`config.mk`:
```
export PLATFORM = sky130hd
export DESIGN_NAME = dirm_ring_framer
export DESIGN_NICKNAME = d
export VERILOG_FILES = /design/src/rtl/dirm_pkg.sv /design/src/rtl/dirm_fifo.sv /design/src/rtl/dirm_ring_framer.sv
export SDC_FILE = /design/constraint.sdc
export NUM_CORES = 2
export LEC_CHECK = 0
export BUFFER_PORTS_ARGS = -buffer_cell sky130_fd_sc_hd__buf_2
export CORE_MARGIN = 10
export CORE_UTILIZATION = 45
export DETAILED_ROUTE_END_ITERATION = 10
export PLACE_DENSITY_LB_ADDON = 0.05
export SYNTH_ARGS = -nofsm -noshare
export SYNTH_HDL_FRONTEND = slang
export SYNTH_SLANG_ARGS = --single-unit
```
`constraint.sdc`:
```
create_clock -name clk -period 4.8 [get_ports clk]
set_input_delay 0.24 -clock clk [delete_from_list [all_inputs] [get_ports clk]]
set_output_delay 0.24 -clock clk [all_outputs]
set_load 0.02 [all_outputs]
```
`src/rtl/dirm_pkg.sv`:
```
package dirm_pkg;

  // ----------------------------------------------------------------
  // Message layout
  // ----------------------------------------------------------------
  localparam int ID_W     = 4;
  localparam int DATA_W   = 16;
  localparam int PAY_W    = ID_W + DATA_W;
  localparam int CRC_W    = 32;
  localparam int FRAME_W  = PAY_W + CRC_W;
  localparam int PEER_MAX = 16;
  localparam int BIT_CNT_W = 6;
  localparam logic [BIT_CNT_W-1:0] TX_BITS = BIT_CNT_W'(FRAME_W + 2);
  localparam logic [BIT_CNT_W-1:0] RX_LAST = BIT_CNT_W'(FRAME_W - 1);

  localparam logic [CRC_W-1:0] CRC_POLY = 32'h04C11DB7;
  localparam logic [CRC_W-1:0] CRC_INIT = 32'hFFFFFFFF;

  // ----------------------------------------------------------------
  // Interface kinds and line rates
  // ----------------------------------------------------------------
  localparam logic [1:0] IFACE_FIBER = 2'h0;
  localparam logic [1:0] IFACE_G703  = 2'h1;
  localparam logic [1:0] IFACE_RS422 = 2'h2;

  localparam int CLK_HZ        = 50_000_000;
  localparam int RATE_FAST_BPS = 128_000;
  localparam int RATE_SLOW_BPS = 64_000;
  localparam int BAUD_W        = 10;
  localparam logic [BAUD_W-1:0] BIT_FAST_CYC = BAUD_W'(CLK_HZ / RATE_FAST_BPS);
  localparam logic [BAUD_W-1:0] BIT_SLOW_CYC = BAUD_W'(CLK_HZ / RATE_SLOW_BPS);

  // ----------------------------------------------------------------
  // Supervision timing, counted in milliseconds
  // ----------------------------------------------------------------
  localparam int MS_CYCLES_DEF = CLK_HZ / 1000;
  localparam int MSCNT_W       = 12;
  localparam logic [MSCNT_W-1:0] INTEGRITY_MS  = 12'h3E8;
  localparam logic [MSCNT_W-1:0] INTEG_MARGIN  = 12'h002;
  localparam logic [MSCNT_W-1:0] INTEG_TRIG_MS = INTEGRITY_MS - INTEG_MARGIN;
  localparam logic [MSCNT_W-1:0] OFFLINE_MS    = 12'h7D0;
  localparam logic [MSCNT_W-1:0] RETURN_MS     = 12'h7D0;
  localparam logic [MSCNT_W-1:0] MSCNT_MAX     = 12'hFFF;

  typedef enum {RX_IDLE, RX_START, RX_DATA, RX_STOP} dirm_rx_e;

  function automatic logic [CRC_W-1:0] dirm_crc32(input logic [PAY_W-1:0] d);
    logic [CRC_W-1:0] c;
    c = CRC_INIT;
    for (int i = 0; i < PAY_W; i++) begin
      if (c[CRC_W-1] ^ d[i]) begin
        c = {c[CRC_W-2:0], 1'b0} ^ CRC_POLY;
      end else begin
        c = {c[CRC_W-2:0], 1'b0};
      end
    end
    return c;
  endfunction

  function automatic logic [FRAME_W-1:0] dirm_frame(input logic [ID_W-1:0] id,
                                                    input logic [DATA_W-1:0] data);
    return {dirm_crc32({data, id}), data, id};
  endfunction

endpackage

```
`src/rtl/dirm_fifo.sv`:
```
`timescale 1ns/1ns
module dirm_fifo
  import dirm_pkg::*;
#(
  parameter int WIDTH = 8,
  parameter int DEPTH = 2
) (
  // Clock and reset
  input  wire logic             clk,
  input  wire logic             rst_n,
  // Filling side
  input  wire logic             in_valid,
  output logic                  in_ready,
  input  wire logic [WIDTH-1:0] in_data,
  // Draining side
  output logic                  out_valid,
  input  wire logic             out_ready,
  output logic [WIDTH-1:0]      out_data
);

  localparam int PW = (DEPTH > 1) ? $clog2(DEPTH) : 1;
  localparam int CW = $clog2(DEPTH + 1);

  logic [WIDTH-1:0] mem [DEPTH];
  logic [PW-1:0]    wr_ptr;
  logic [PW-1:0]    rd_ptr;
  logic [CW-1:0]    count;
  logic [PW-1:0]    next_wr_ptr;
  logic [PW-1:0]    next_rd_ptr;
  logic [CW-1:0]    next_count;
  logic             push;
  logic             pop;

  function automatic logic [PW-1:0] ptr_inc(input logic [PW-1:0] p);
    return (p == PW'(DEPTH - 1)) ? '0 : p + PW'(1);
  endfunction

  always_comb begin
    in_ready    = (count != CW'(DEPTH));
    out_valid   = (count != '0);
    out_data    = mem[rd_ptr];
    push        = in_valid && in_ready;
    pop         = out_valid && out_ready;
    next_wr_ptr = push ? ptr_inc(wr_ptr) : wr_ptr;
    next_rd_ptr = pop ? ptr_inc(rd_ptr) : rd_ptr;
    next_count  = count + CW'(push) - CW'(pop);
  end

  always_ff @(posedge clk or negedge rst_n) begin
    if (!rst_n) begin
      wr_ptr <= '0;
      rd_ptr <= '0;
      count  <= '0;
    end else begin
      wr_ptr <= next_wr_ptr;
      rd_ptr <= next_rd_ptr;
      count  <= next_count;
    end
  end

  // Storage needs no reset; count guards every read.
  always_ff @(posedge clk) begin
    if (push) begin
      mem[wr_ptr] <= in_data;
    end
  end

endmodule // dirm_fifo

```
`src/rtl/dirm_ring_framer.sv`:
```
`timescale 1ns/1ns
module dirm_ring_framer
  import dirm_pkg::*;
#(
  parameter int NUM_PEERS  = PEER_MAX,
  parameter int MS_CYCLES  = MS_CYCLES_DEF,
  parameter int FIFO_DEPTH = 2
) (
  // Clock and reset
  input  wire logic                       clk,
  input  wire logic                       rst_n,
  // Configuration
  input  wire logic [ID_W-1:0]            sender_identifier,
  input  wire logic                       dual_channel,
  input  wire logic                       ring_mode,
  input  wire logic                       rate_fast_sel,
  input  wire logic [1:0]                 iface_type,
  input  wire logic                       channel_bridge_enable,
  // Local status to send
  input  wire logic [DATA_W-1:0]          status_in,
  // Serial lines
  output logic [1:0]                      tx_line,
  input  wire logic [1:0]                 rx_line,
  // Received messages
  output logic [1:0]                      rx_valid,
  output logic [1:0][ID_W-1:0]            rx_sender,
  output logic [1:0][DATA_W-1:0]          rx_data,
  // Supervision
  output logic                            rate_fast,
  output logic                            ring_break,
  output logic [NUM_PEERS-1:0]            peer_offline,
  output logic [1:0]                      crc_error,
  output logic [1:0]                      rx_overrun
);

  localparam int MS_W = $clog2(MS_CYCLES + 1);

  // ----------------------------------------------------------------
  // Rate, millisecond tick and local message requests
  // ----------------------------------------------------------------
  logic [1:0]          ch_en;
  logic [BAUD_W-1:0]   bit_cyc;
  logic [MS_W-1:0]     ms_cnt;
  logic [MS_W-1:0]     next_ms_cnt;
  logic                ms_tick;
  logic                next_ms_tick;
  logic                next_rate_fast;
  logic [DATA_W-1:0]   status_q;
  logic [MSCNT_W-1:0]  integ_ms;
  logic [MSCNT_W-1:0]  next_integ_ms;
  logic [1:0]          local_pend;
  logic [1:0]          next_local_pend;
  logic [1:0]          launch_local;
  logic                local_req;

  always_comb begin
    ch_en          = {dual_channel, 1'b1};
    bit_cyc        = rate_fast ? BIT_FAST_CYC : BIT_SLOW_CYC;
    next_rate_fast = rate_fast_sel && (iface_type == IFACE_FIBER);
    next_ms_tick   = (ms_cnt == MS_W'(MS_CYCLES - 1));
    next_ms_cnt    = next_ms_tick ? '0 : ms_cnt + MS_W'(1);
    local_req      = (status_in != status_q) || (integ_ms >= INTEG_TRIG_MS);
    if (local_req) begin
      next_integ_ms = '0;
    end else if (ms_tick && integ_ms != MSCNT_MAX) begin
      next_integ_ms = integ_ms + MSCNT_W'(1);
    end else begin
      next_integ_ms = integ_ms;
    end
    // A request arriving in the launch cycle wins over the clear.
    next_local_pend = ch_en & ({2{local_req}} | (local_pend & ~launch_local));
  end

  always_ff @(posedge clk or negedge rst_n) begin
    if (!rst_n) begin
      rate_fast  <= 1'b0;
      ms_cnt     <= '0;
      ms_tick    <= 1'b0;
      status_q   <= '0;
      integ_ms   <= '0;
      local_pend <= '0;
    end else begin
      rate_fast  <= next_rate_fast;
      ms_cnt     <= next_ms_cnt;
      ms_tick    <= next_ms_tick;
      status_q   <= status_in;
      integ_ms   <= next_integ_ms;
      local_pend <= next_local_pend;
    end
  end

  // ----------------------------------------------------------------
  // Forwarding buffers, one per transmit channel
  // ----------------------------------------------------------------
  logic [1:0]          buf_in_valid;
  logic [1:0]          buf_in_ready;
  logic [FRAME_W-1:0]  buf_in_data [2];
  logic [1:0]          buf_out_valid;
  logic [1:0]          buf_out_ready;
  logic [FRAME_W-1:0]  buf_out_data [2];
  logic [1:0]          hold_valid;
  logic [FRAME_W-1:0]  hold_frame [2];
  logic [1:0]          hold_taken;
  logic                bridge_on;

  always_comb begin
    bridge_on       = channel_bridge_enable && dual_channel;
    buf_in_valid[0] = hold_valid[0] && !bridge_on;
    buf_in_data[0]  = hold_frame[0];
    buf_in_valid[1] = hold_valid[1] || (hold_valid[0] && bridge_on);
    buf_in_data[1]  = hold_valid[1] ? hold_frame[1] : hold_frame[0];
    hold_taken[1]   = hold_valid[1] && buf_in_ready[1];
    hold_taken[0]   = hold_valid[0] && (bridge_on ? (buf_in_ready[1] && !hold_valid[1])
                                                  : buf_in_ready[0]);
  end

  for (genvar g = 0; g < 2; g++) begin : g_fwd
    dirm_fifo #(
      .WIDTH (FRAME_W),
      .DEPTH (FIFO_DEPTH)
    ) u_fifo (
      .clk       (clk),
      .rst_n     (rst_n),
      .in_valid  (buf_in_valid[g]),
      .in_ready  (buf_in_ready[g]),
      .in_data   (buf_in_data[g]),
      .out_valid (buf_out_valid[g]),
      .out_ready (buf_out_ready[g]),
      .out_data  (buf_out_data[g])
    );
  end

  // ----------------------------------------------------------------
  // Transmitters: start bit, frame LSB first, stop bit
  // ----------------------------------------------------------------
  logic [1:0]                 tx_busy;
  logic [1:0]                 next_tx_busy;
  logic [TX_BITS-1:0]         tx_sh [2];
  logic [TX_BITS-1:0]         next_tx_sh [2];
  logic [BIT_CNT_W-1:0]       tx_bits [2];
  logic [BIT_CNT_W-1:0]       next_tx_bits [2];
  logic [BAUD_W-1:0]          tx_baud [2];
  logic [BAUD_W-1:0]          next_tx_baud [2];
  logic [1:0]                 next_tx_line;
  logic [FRAME_W-1:0]         local_frame;

  always_comb begin
    local_frame = dirm_frame(sender_identifier, status_in);
    for (int c = 0; c < 2; c++) begin
      next_tx_busy[c]  = tx_busy[c];
      next_tx_sh[c]    = tx_sh[c];
      next_tx_bits[c]  = tx_bits[c];
      next_tx_baud[c]  = tx_baud[c];
      next_tx_line[c]  = tx_line[c];
      launch_local[c]  = 1'b0;
      // Local traffic goes first so the integrity deadline cannot slip behind forwarding.
      buf_out_ready[c] = !tx_busy[c] && !local_pend[c] && ch_en[c];
      if (!tx_busy[c]) begin
        next_tx_line[c] = 1'b1;
        if (local_pend[c]) begin
          launch_local[c] = 1'b1;
          next_tx_sh[c]   = {1'b1, local_frame, 1'b0};
        end else if (buf_out_valid[c] && ch_en[c]) begin
          next_tx_sh[c]   = {1'b1, buf_out_data[c], 1'b0};
        end
        if (launch_local[c] || buf_out_ready[c] && buf_out_valid[c]) begin
          next_tx_busy[c] = 1'b1;
          next_tx_bits[c] = TX_BITS;
          next_tx_baud[c] = bit_cyc - BAUD_W'(1);
          next_tx_line[c] = 1'b0;
        end
      end else if (tx_baud[c] != '0) begin
        next_tx_baud[c] = tx_baud[c] - BAUD_W'(1);
      end else if (tx_bits[c] == BIT_CNT_W'(1)) begin
        next_tx_busy[c] = 1'b0;
        next_tx_line[c] = 1'b1;
      end else begin
        next_tx_sh[c]   = {1'b1, tx_sh[c][TX_BITS-1:1]};
        next_tx_bits[c] = tx_bits[c] - BIT_CNT_W'(1);
        next_tx_baud[c] = bit_cyc - BAUD_W'(1);
        next_tx_line[c] = tx_sh[c][1];
      end
    end
  end

  always_ff @(posedge clk or negedge rst_n) begin
    if (!rst_n) begin
      tx_busy <= '0;
      tx_line <= 2'h3;
      for (int c = 0; c < 2; c++) begin
        tx_sh[c]   <= '1;
        tx_bits[c] <= '0;
        tx_baud[c] <= '0;
      end
    end else begin
      tx_busy <= next_tx_busy;
      tx_line <= next_tx_line;
      for (int c = 0; c < 2; c++) begin
        tx_sh[c]   <= next_tx_sh[c];
        tx_bits[c] <= next_tx_bits[c];
        tx_baud[c] <= next_tx_baud[c];
      end
    end
  end

  // ----------------------------------------------------------------
  // Receivers, CRC check and hand-off to the forwarding buffers
  // ----------------------------------------------------------------
  dirm_rx_e              rx_st [2];
  dirm_rx_e              next_rx_st [2];
  logic [BAUD_W-1:0]     rx_baud [2];
  logic [BAUD_W-1:0]     next_rx_baud [2];
  logic [BIT_CNT_W-1:0]  rx_bits [2];
  logic [BIT_CNT_W-1:0]  next_rx_bits [2];
  logic [FRAME_W-1:0]    rx_sh [2];
  logic [FRAME_W-1:0]    next_rx_sh [2];
  logic [1:0]            good;
  logic [1:0]            own;
  logic [1:0]            next_hold_valid;
  logic [FRAME_W-1:0]    next_hold_frame [2];
  logic [1:0]            next_rx_valid;
  logic [1:0]            next_crc_error;
  logic [1:0]            next_rx_overrun;

  always_comb begin
    for (int c = 0; c < 2; c++) begin
      next_rx_st[c]      = rx_st[c];
      next_rx_baud[c]    = rx_baud[c];
      next_rx_bits[c]    = rx_bits[c];
      next_rx_sh[c]      = rx_sh[c];
      good[c]            = 1'b0;
      next_crc_error[c]  = 1'b0;
      own[c]             = (rx_sh[c][ID_W-1:0] == sender_identifier);
      case (rx_st[c])
        RX_IDLE: begin
          if (!rx_line[c]) begin
            next_rx_st[c]   = RX_START;
            next_rx_baud[c] = bit_cyc >> 1;
          end
        end
        RX_START: begin
          if (rx_baud[c] != '0) begin
            next_rx_baud[c] = rx_baud[c] - BAUD_W'(1);
          end else begin
            // A glitch shorter than half a bit is not taken as a start bit.
            next_rx_st[c]   = rx_line[c] ? RX_IDLE : RX_DATA;
            next_rx_baud[c] = bit_cyc - BAUD_W'(1);
            next_rx_bits[c] = '0;
          end
        end
        RX_DATA: begin
          if (rx_baud[c] != '0) begin
            next_rx_baud[c] = rx_baud[c] - BAUD_W'(1);
          end else begin
            next_rx_sh[c]   = {rx_line[c], rx_sh[c][FRAME_W-1:1]};
            next_rx_baud[c] = bit_cyc - BAUD_W'(1);
            next_rx_bits[c] = rx_bits[c] + BIT_CNT_W'(1);
            if (rx_bits[c] == RX_LAST) begin
              next_rx_st[c] = RX_STOP;
            end
          end
        end
        RX_STOP: begin
          if (rx_baud[c] != '0) begin
            next_rx_baud[c] = rx_baud[c] - BAUD_W'(1);
          end else begin
            next_rx_st[c] = RX_IDLE;
            if (rx_line[c] &&
                dirm_crc32(rx_sh[c][PAY_W-1:0]) == rx_sh[c][FRAME_W-1:PAY_W]) begin
              good[c] = 1'b1;
            end else begin
              next_crc_error[c] = 1'b1;
            end
          end
        end
        default: next_rx_st[c] = RX_IDLE;
      endcase
      if (!ch_en[c]) begin
        next_rx_st[c] = RX_IDLE;
      end
      next_rx_valid[c]   = good[c] && !own[c];
      // A frame finishing while the hold slot is still occupied is dropped and reported.
      next_rx_overrun[c] = good[c] && !own[c] && hold_valid[c] && !hold_taken[c];
      next_hold_valid[c] = hold_valid[c] && !hold_taken[c];
      next_hold_frame[c] = hold_frame[c];
      if (good[c] && !own[c] && !next_hold_valid[c]) begin
        next_hold_valid[c] = 1'b1;
        next_hold_frame[c] = rx_sh[c];
      end
    end
  end

  always_ff @(posedge clk or negedge rst_n) begin
    if (!rst_n) begin
      hold_valid <= '0;
      rx_valid   <= '0;
      crc_error  <= '0;
      rx_overrun <= '0;
      rx_sender  <= '0;
      rx_data    <= '0;
      for (int c = 0; c < 2; c++) begin
        rx_st[c]      <= RX_IDLE;
        rx_baud[c]    <= '0;
        rx_bits[c]    <= '0;
        rx_sh[c]      <= '0;
        hold_frame[c] <= '0;
      end
    end else begin
      hold_valid <= next_hold_valid;
      rx_valid   <= next_rx_valid;
      crc_error  <= next_crc_error;
      rx_overrun <= next_rx_overrun;
      for (int c = 0; c < 2; c++) begin
        rx_st[c]      <= next_rx_st[c];
        rx_baud[c]    <= next_rx_baud[c];
        rx_bits[c]    <= next_rx_bits[c];
        rx_sh[c]      <= next_rx_sh[c];
        hold_frame[c] <= next_hold_frame[c];
        if (next_rx_valid[c]) begin
          rx_sender[c] <= rx_sh[c][ID_W-1:0];
          rx_data[c]   <= rx_sh[c][PAY_W-1:ID_W];
        end
      end
    end
  end

  // ----------------------------------------------------------------
  // Peer and ring supervision
  // ----------------------------------------------------------------
  logic [MSCNT_W-1:0]    peer_ms [NUM_PEERS];
  logic [MSCNT_W-1:0]    next_peer_ms [NUM_PEERS];
  logic [NUM_PEERS-1:0]  next_peer_offline;
  logic [MSCNT_W-1:0]    ret_ms;
  logic [MSCNT_W-1:0]    next_ret_ms;
  logic                  next_ring_break;
  logic                  own_ret;

  always_comb begin
    for (int p = 0; p < NUM_PEERS; p++) begin
      if ((next_rx_valid[0] && rx_sh[0][ID_W-1:0] == ID_W'(p)) ||
          (next_rx_valid[1] && rx_sh[1][ID_W-1:0] == ID_W'(p))) begin
        next_peer_ms[p] = '0;
      end else if (ms_tick && peer_ms[p] != MSCNT_MAX) begin
        next_peer_ms[p] = peer_ms[p] + MSCNT_W'(1);
      end else begin
        next_peer_ms[p] = peer_ms[p];
      end
      next_peer_offline[p] = (peer_ms[p] >= OFFLINE_MS);
    end
    own_ret = |(good & own);
    if (own_ret || !ring_mode) begin
      next_ret_ms = '0;
    end else if (ms_tick && ret_ms != MSCNT_MAX) begin
      next_ret_ms = ret_ms + MSCNT_W'(1);
    end else begin
      next_ret_ms = ret_ms;
    end
    next_ring_break = ring_mode && (ret_ms >= RETURN_MS);
  end

  always_ff @(posedge clk or negedge rst_n) begin
    if (!rst_n) begin
      ret_ms       <= '0;
      ring_break   <= 1'b0;
      peer_offline <= '0;
      for (int p = 0; p < NUM_PEERS; p++) begin
        peer_ms[p] <= '0;
      end
    end else begin
      ret_ms       <= next_ret_ms;
      ring_break   <= next_ring_break;
      peer_offline <= next_peer_offline;
      for (int p = 0; p < NUM_PEERS; p++) begin
        peer_ms[p] <= next_peer_ms[p];
      end
    end
  end

endmodule // dirm_ring_framer

```
==> results.sh <==
export IMPL_outcome="completed"
export IMPL_antenna_found_initial=6
export IMPL_regToRegSetupSlack_ns=0.23
export IMPL_cts_setup_buffers=0
export IMPL_yosysSeqAreaShare_pct=52.1
export IMPL_ff2ff_path_depth=14
export IMPL_clkTransAtPathRegs_ns=0.06
export IMPL_cts_root_buf="clkbuf_16"
export IMPL_fmax_mhz=219
export IMPL_rows=117
export IMPL_hpwlAfterDp_um=82800
export IMPL_ys_async_sr_fraction_pct=77.3
export IMPL_numCtsBuffers=103
export IMPL_cts_path_max_buffers=3
export IMPL_routed_wl_um=117000
export IMPL_synth_distinct_cells=74
export IMPL_ir_drop_mv=0.314
export IMPL_grtUsageTotal_pct=20.1
export IMPL_route_vias_total=29628
export IMPL_clock_latency_ns=0.70
export IMPL_power_density_nw_per_um2=389
export IMPL_grt_pass1_wl_um=184000
export IMPL_period_share_pct=95.3
export IMPL_syn_cell_area_um2=46300
export IMPL_drc=0
export IMPL_pre_cts_ws_ns=0.247
export IMPL_cap_violations=0
export IMPL_initial_core_util_pct=45.4
export IMPL_nNetsFinal=4339
export IMPL_synth_edf_count=208
export IMPL_drt_wirelength_per_cell_um=20.6
export IMPL_crit_path_end_kind="flop"
export IMPL_grt_pass1_vias=29468
export IMPL_slew_headroom_pct=20.2
export IMPL_io_buffers=95
export IMPL_synthCells=4093
export IMPL_synth_top_area_share_pct=32.6
export IMPL_drv_slew=0
export IMPL_worstSetupStartpointType="flop"
export IMPL_worst_r2r_startpoint="rx_sh[2]$_DFFE_PN0P_"
export IMPL_synth_area_top_cells="dfrtp_1 (33%), edfxtp_1 (13%), xnor2_1 (7.4%), dfstp_2 (6.0%), mux2_2 (5.7%)"
export IMPL_synth_largest_area_cell="dfrtp_1"
export IMPL_hold_viol_final=0
export IMPL_drt_first_pass_iters=5
export IMPL_antenna_cells=0
export IMPL_top_usage_layer="met2"
export IMPL_rsz0062_at_grt="false"
export IMPL_num_io_pins=96
export IMPL_critPathKind="flop to flop"
export IMPL_die_h_um=341
export IMPL_cts_max_level=3
export IMPL_fin_crit_ns=4.57
export IMPL_cp_endpoint="peer_ms[41]$_DFFE_PN0P_"
export IMPL_grt_use_met3_pct=2.62
export IMPL_crit_arrival_ns=5.13
export IMPL_synthToLayoutAreaGrowth_pct=13.3
export IMPL_p_leak_nw=22.4
export IMPL_startpoint="rx_sh[2]$_DFFE_PN0P_"
export IMPL_gr_usage_met1_pct=30.1
export IMPL_fin_worst_skew_ns=0.0343
export IMPL_worstMarginPinSlew_ns=1.19
export IMPL_p_total_w=0.0204
export IMPL_ys_ff_latch=917
export IMPL_ys_warn_count=0
export IMPL_r2r_end="peer_ms[41]$_DFFE_PN0P_"
export IMPL_grt_ovfl_total=0
export IMPL_setup_tns_ns=0
export IMPL_drt_initial_drc_count=2054
export IMPL_globalplace_congestion=0.894
export IMPL_fin_ws_ns=0.227
export IMPL_cts_tree="built"
export IMPL_core_area_um2=102000
export IMPL_setup_violations_final=0
export IMPL_avgSynthCellArea_um2=11.3
export IMPL_critPathMaxFanout=17
export IMPL_die_x_um=341
export IMPL_grt_max_degree=104
export IMPL_clock_sinks=917
export IMPL_use_met2_pct=30.7
export IMPL_vias_per_cell=5.21
export IMPL_hold_path_class="input port to asynchronous set/reset pin"
export IMPL_drive_gt1_share_pct=17.7
export IMPL_fp_dieArea_um2=116000
export IMPL_ant_nets=0
export IMPL_synthFlopType="dfrtp_1"
export IMPL_worstPathRequired_ns=5.36
-- through the flow --
stage	instance area (um^2)	utilization, %	cells	hold WS, ns
after floorplan	46300	-	4094	-0.0556
after global placement	48700	47.8	5473	0.317
after detailed placement	48700	47.8	5473	0.321
after CTS	52400	51.5	5689	0.178
after global routing	52400	51.5	5689	0.181
final	52400	51.5	5689	0.151
-- report_power, final --
group | internal [W] | switching, W
Combinational | 0.00123 | 0.00181
Clock | 0.00480 | 0.00332
Sequential | 0.00877 | 0.000448
Total | 0.0148 | 0.00558
-- per-layer routing --
layer | part of all wire (%) | vias up | wire [um]
li1 | - | 14467 | -
met1 | 49 | 14524 | 57800
met2 | 44 | 492 | 52200
met3 | 3.9 | 145 | 4610
met4 | 2.3 | 0 | 2740
met5 | 0 | - | 0
-- placed cells by master, fill, tap and decap left out, types with 104 or more instances in the layout --
| cell | n |
|---|---|
| nand3_1 | 104 |
| o21ai_0 | 169 |
| xor2_1 | 230 |
| dfstp_2 | 106 |
| edfxtp_1 | 208 |
| xnor2_1 | 389 |
| inv_1 | 104 |
| nand2_1 | 254 |
| mux2_2 | 236 |
| nor2_1 | 475 |
| dfrtp_1 | 596 |
| a21oi_1 | 193 |
| buf_4 | 104 |
-- worst max-delay path, cell delays in order, from the launching register on --
cell and delay [ns]:
dfrtp_1 0.37, buf_4 0.21, xnor2_1 0.57, xor2_1 0.27, buf_4 0.20, xor2_1 0.47, xnor3_1 0.30, nor4_1 0.44
nand3_1 0.15, nor4_1 0.22, nand4b_1 0.29, buf_4 0.33, o32ai_2 0.23, buf_4 0.25, nor3_1 0.08
-- cells in the mapped netlist, drive strengths merged, types with 13 or more instances --
master,instances
nor3,68
nand3,105
nor4,21
mux2i,85
xnor3,53
edfxtp,208
o32ai,16
a31oi,29
xnor2,395
nand2b,26
o21ai,171
nor2b,43
buf,61
ha,76
nand4,47
o221ai,23
o21bai,13
mux2,286
xor2,231
a21oi,193
o22ai,17
a211oi,61
dfstp,106
and2,15
and3,31
dfrtp,603
clkbuf,136
nand2,256
o21a,23
xor3,13
nor2,477
or3,17
inv,104
-- worst min-delay path by stage --
stage                     startpoint                           end
final                          rst_n       integ_ms[7]$_DFFE_PN0P_
after floorplan                rst_n  buf_in_data[100]$_DFFE_PN0P_
after CTS                      rst_n       integ_ms[7]$_DFFE_PN0P_
after global placement         rst_n       integ_ms[7]$_DFFE_PN0P_
after global routing           rst_n       integ_ms[7]$_DFFE_PN0P_
after detailed placement       rst_n       integ_ms[6]$_DFFE_PN0P_
-- state kept, by name (all words and copies together) (netlist names), 16 cells and up --
signal,cells
rx_baud,20
rx_data,32
ms_cnt,16
status_q,16
g_fwd.u_fifo.mem,208
tx_sh,104
peer_offline,16
buf_in_data,52
hold_frame,52
rx_sh,104
peer_ms,192
tx_baud,20
-- cells by family (layout without fill, tap and decap cells) --
group,count (synthesis),after routing,share of synthesized area (%)
DFF,917,917,52.1
AOI/OAI and AO/OA,590,590,7.83
adders and majority gates,76,76,2.06
muxes,372,372,8.85
buffers and inverters,302,529,2.67
other,1,2,0.00810
and+or+nand+nor,1143,1143,11.3
xor gates and xnor gates,692,692,15.2
-- area by class of cell --
type | instances | area (um^2)
Fill cell | 9139 | 49400
Sequential cell | 917 | 24100
Multi-Input combinational cell | 2875 | 21000
Clock buffer | 142 | 2870
Tap cell | 1368 | 1710
Timing Repair Buffer | 231 | 1680
Clock inverter | 51 | 642
Inverter | 105 | 394
-- repair_timing --
item                       4_1_cts  5_1_grt
setup endpoints to repair        0       54
resized for setup                0        1
hold buffers                    23        0
hold endpoints to repair        99        0
(Power assumes the default switching activity.)
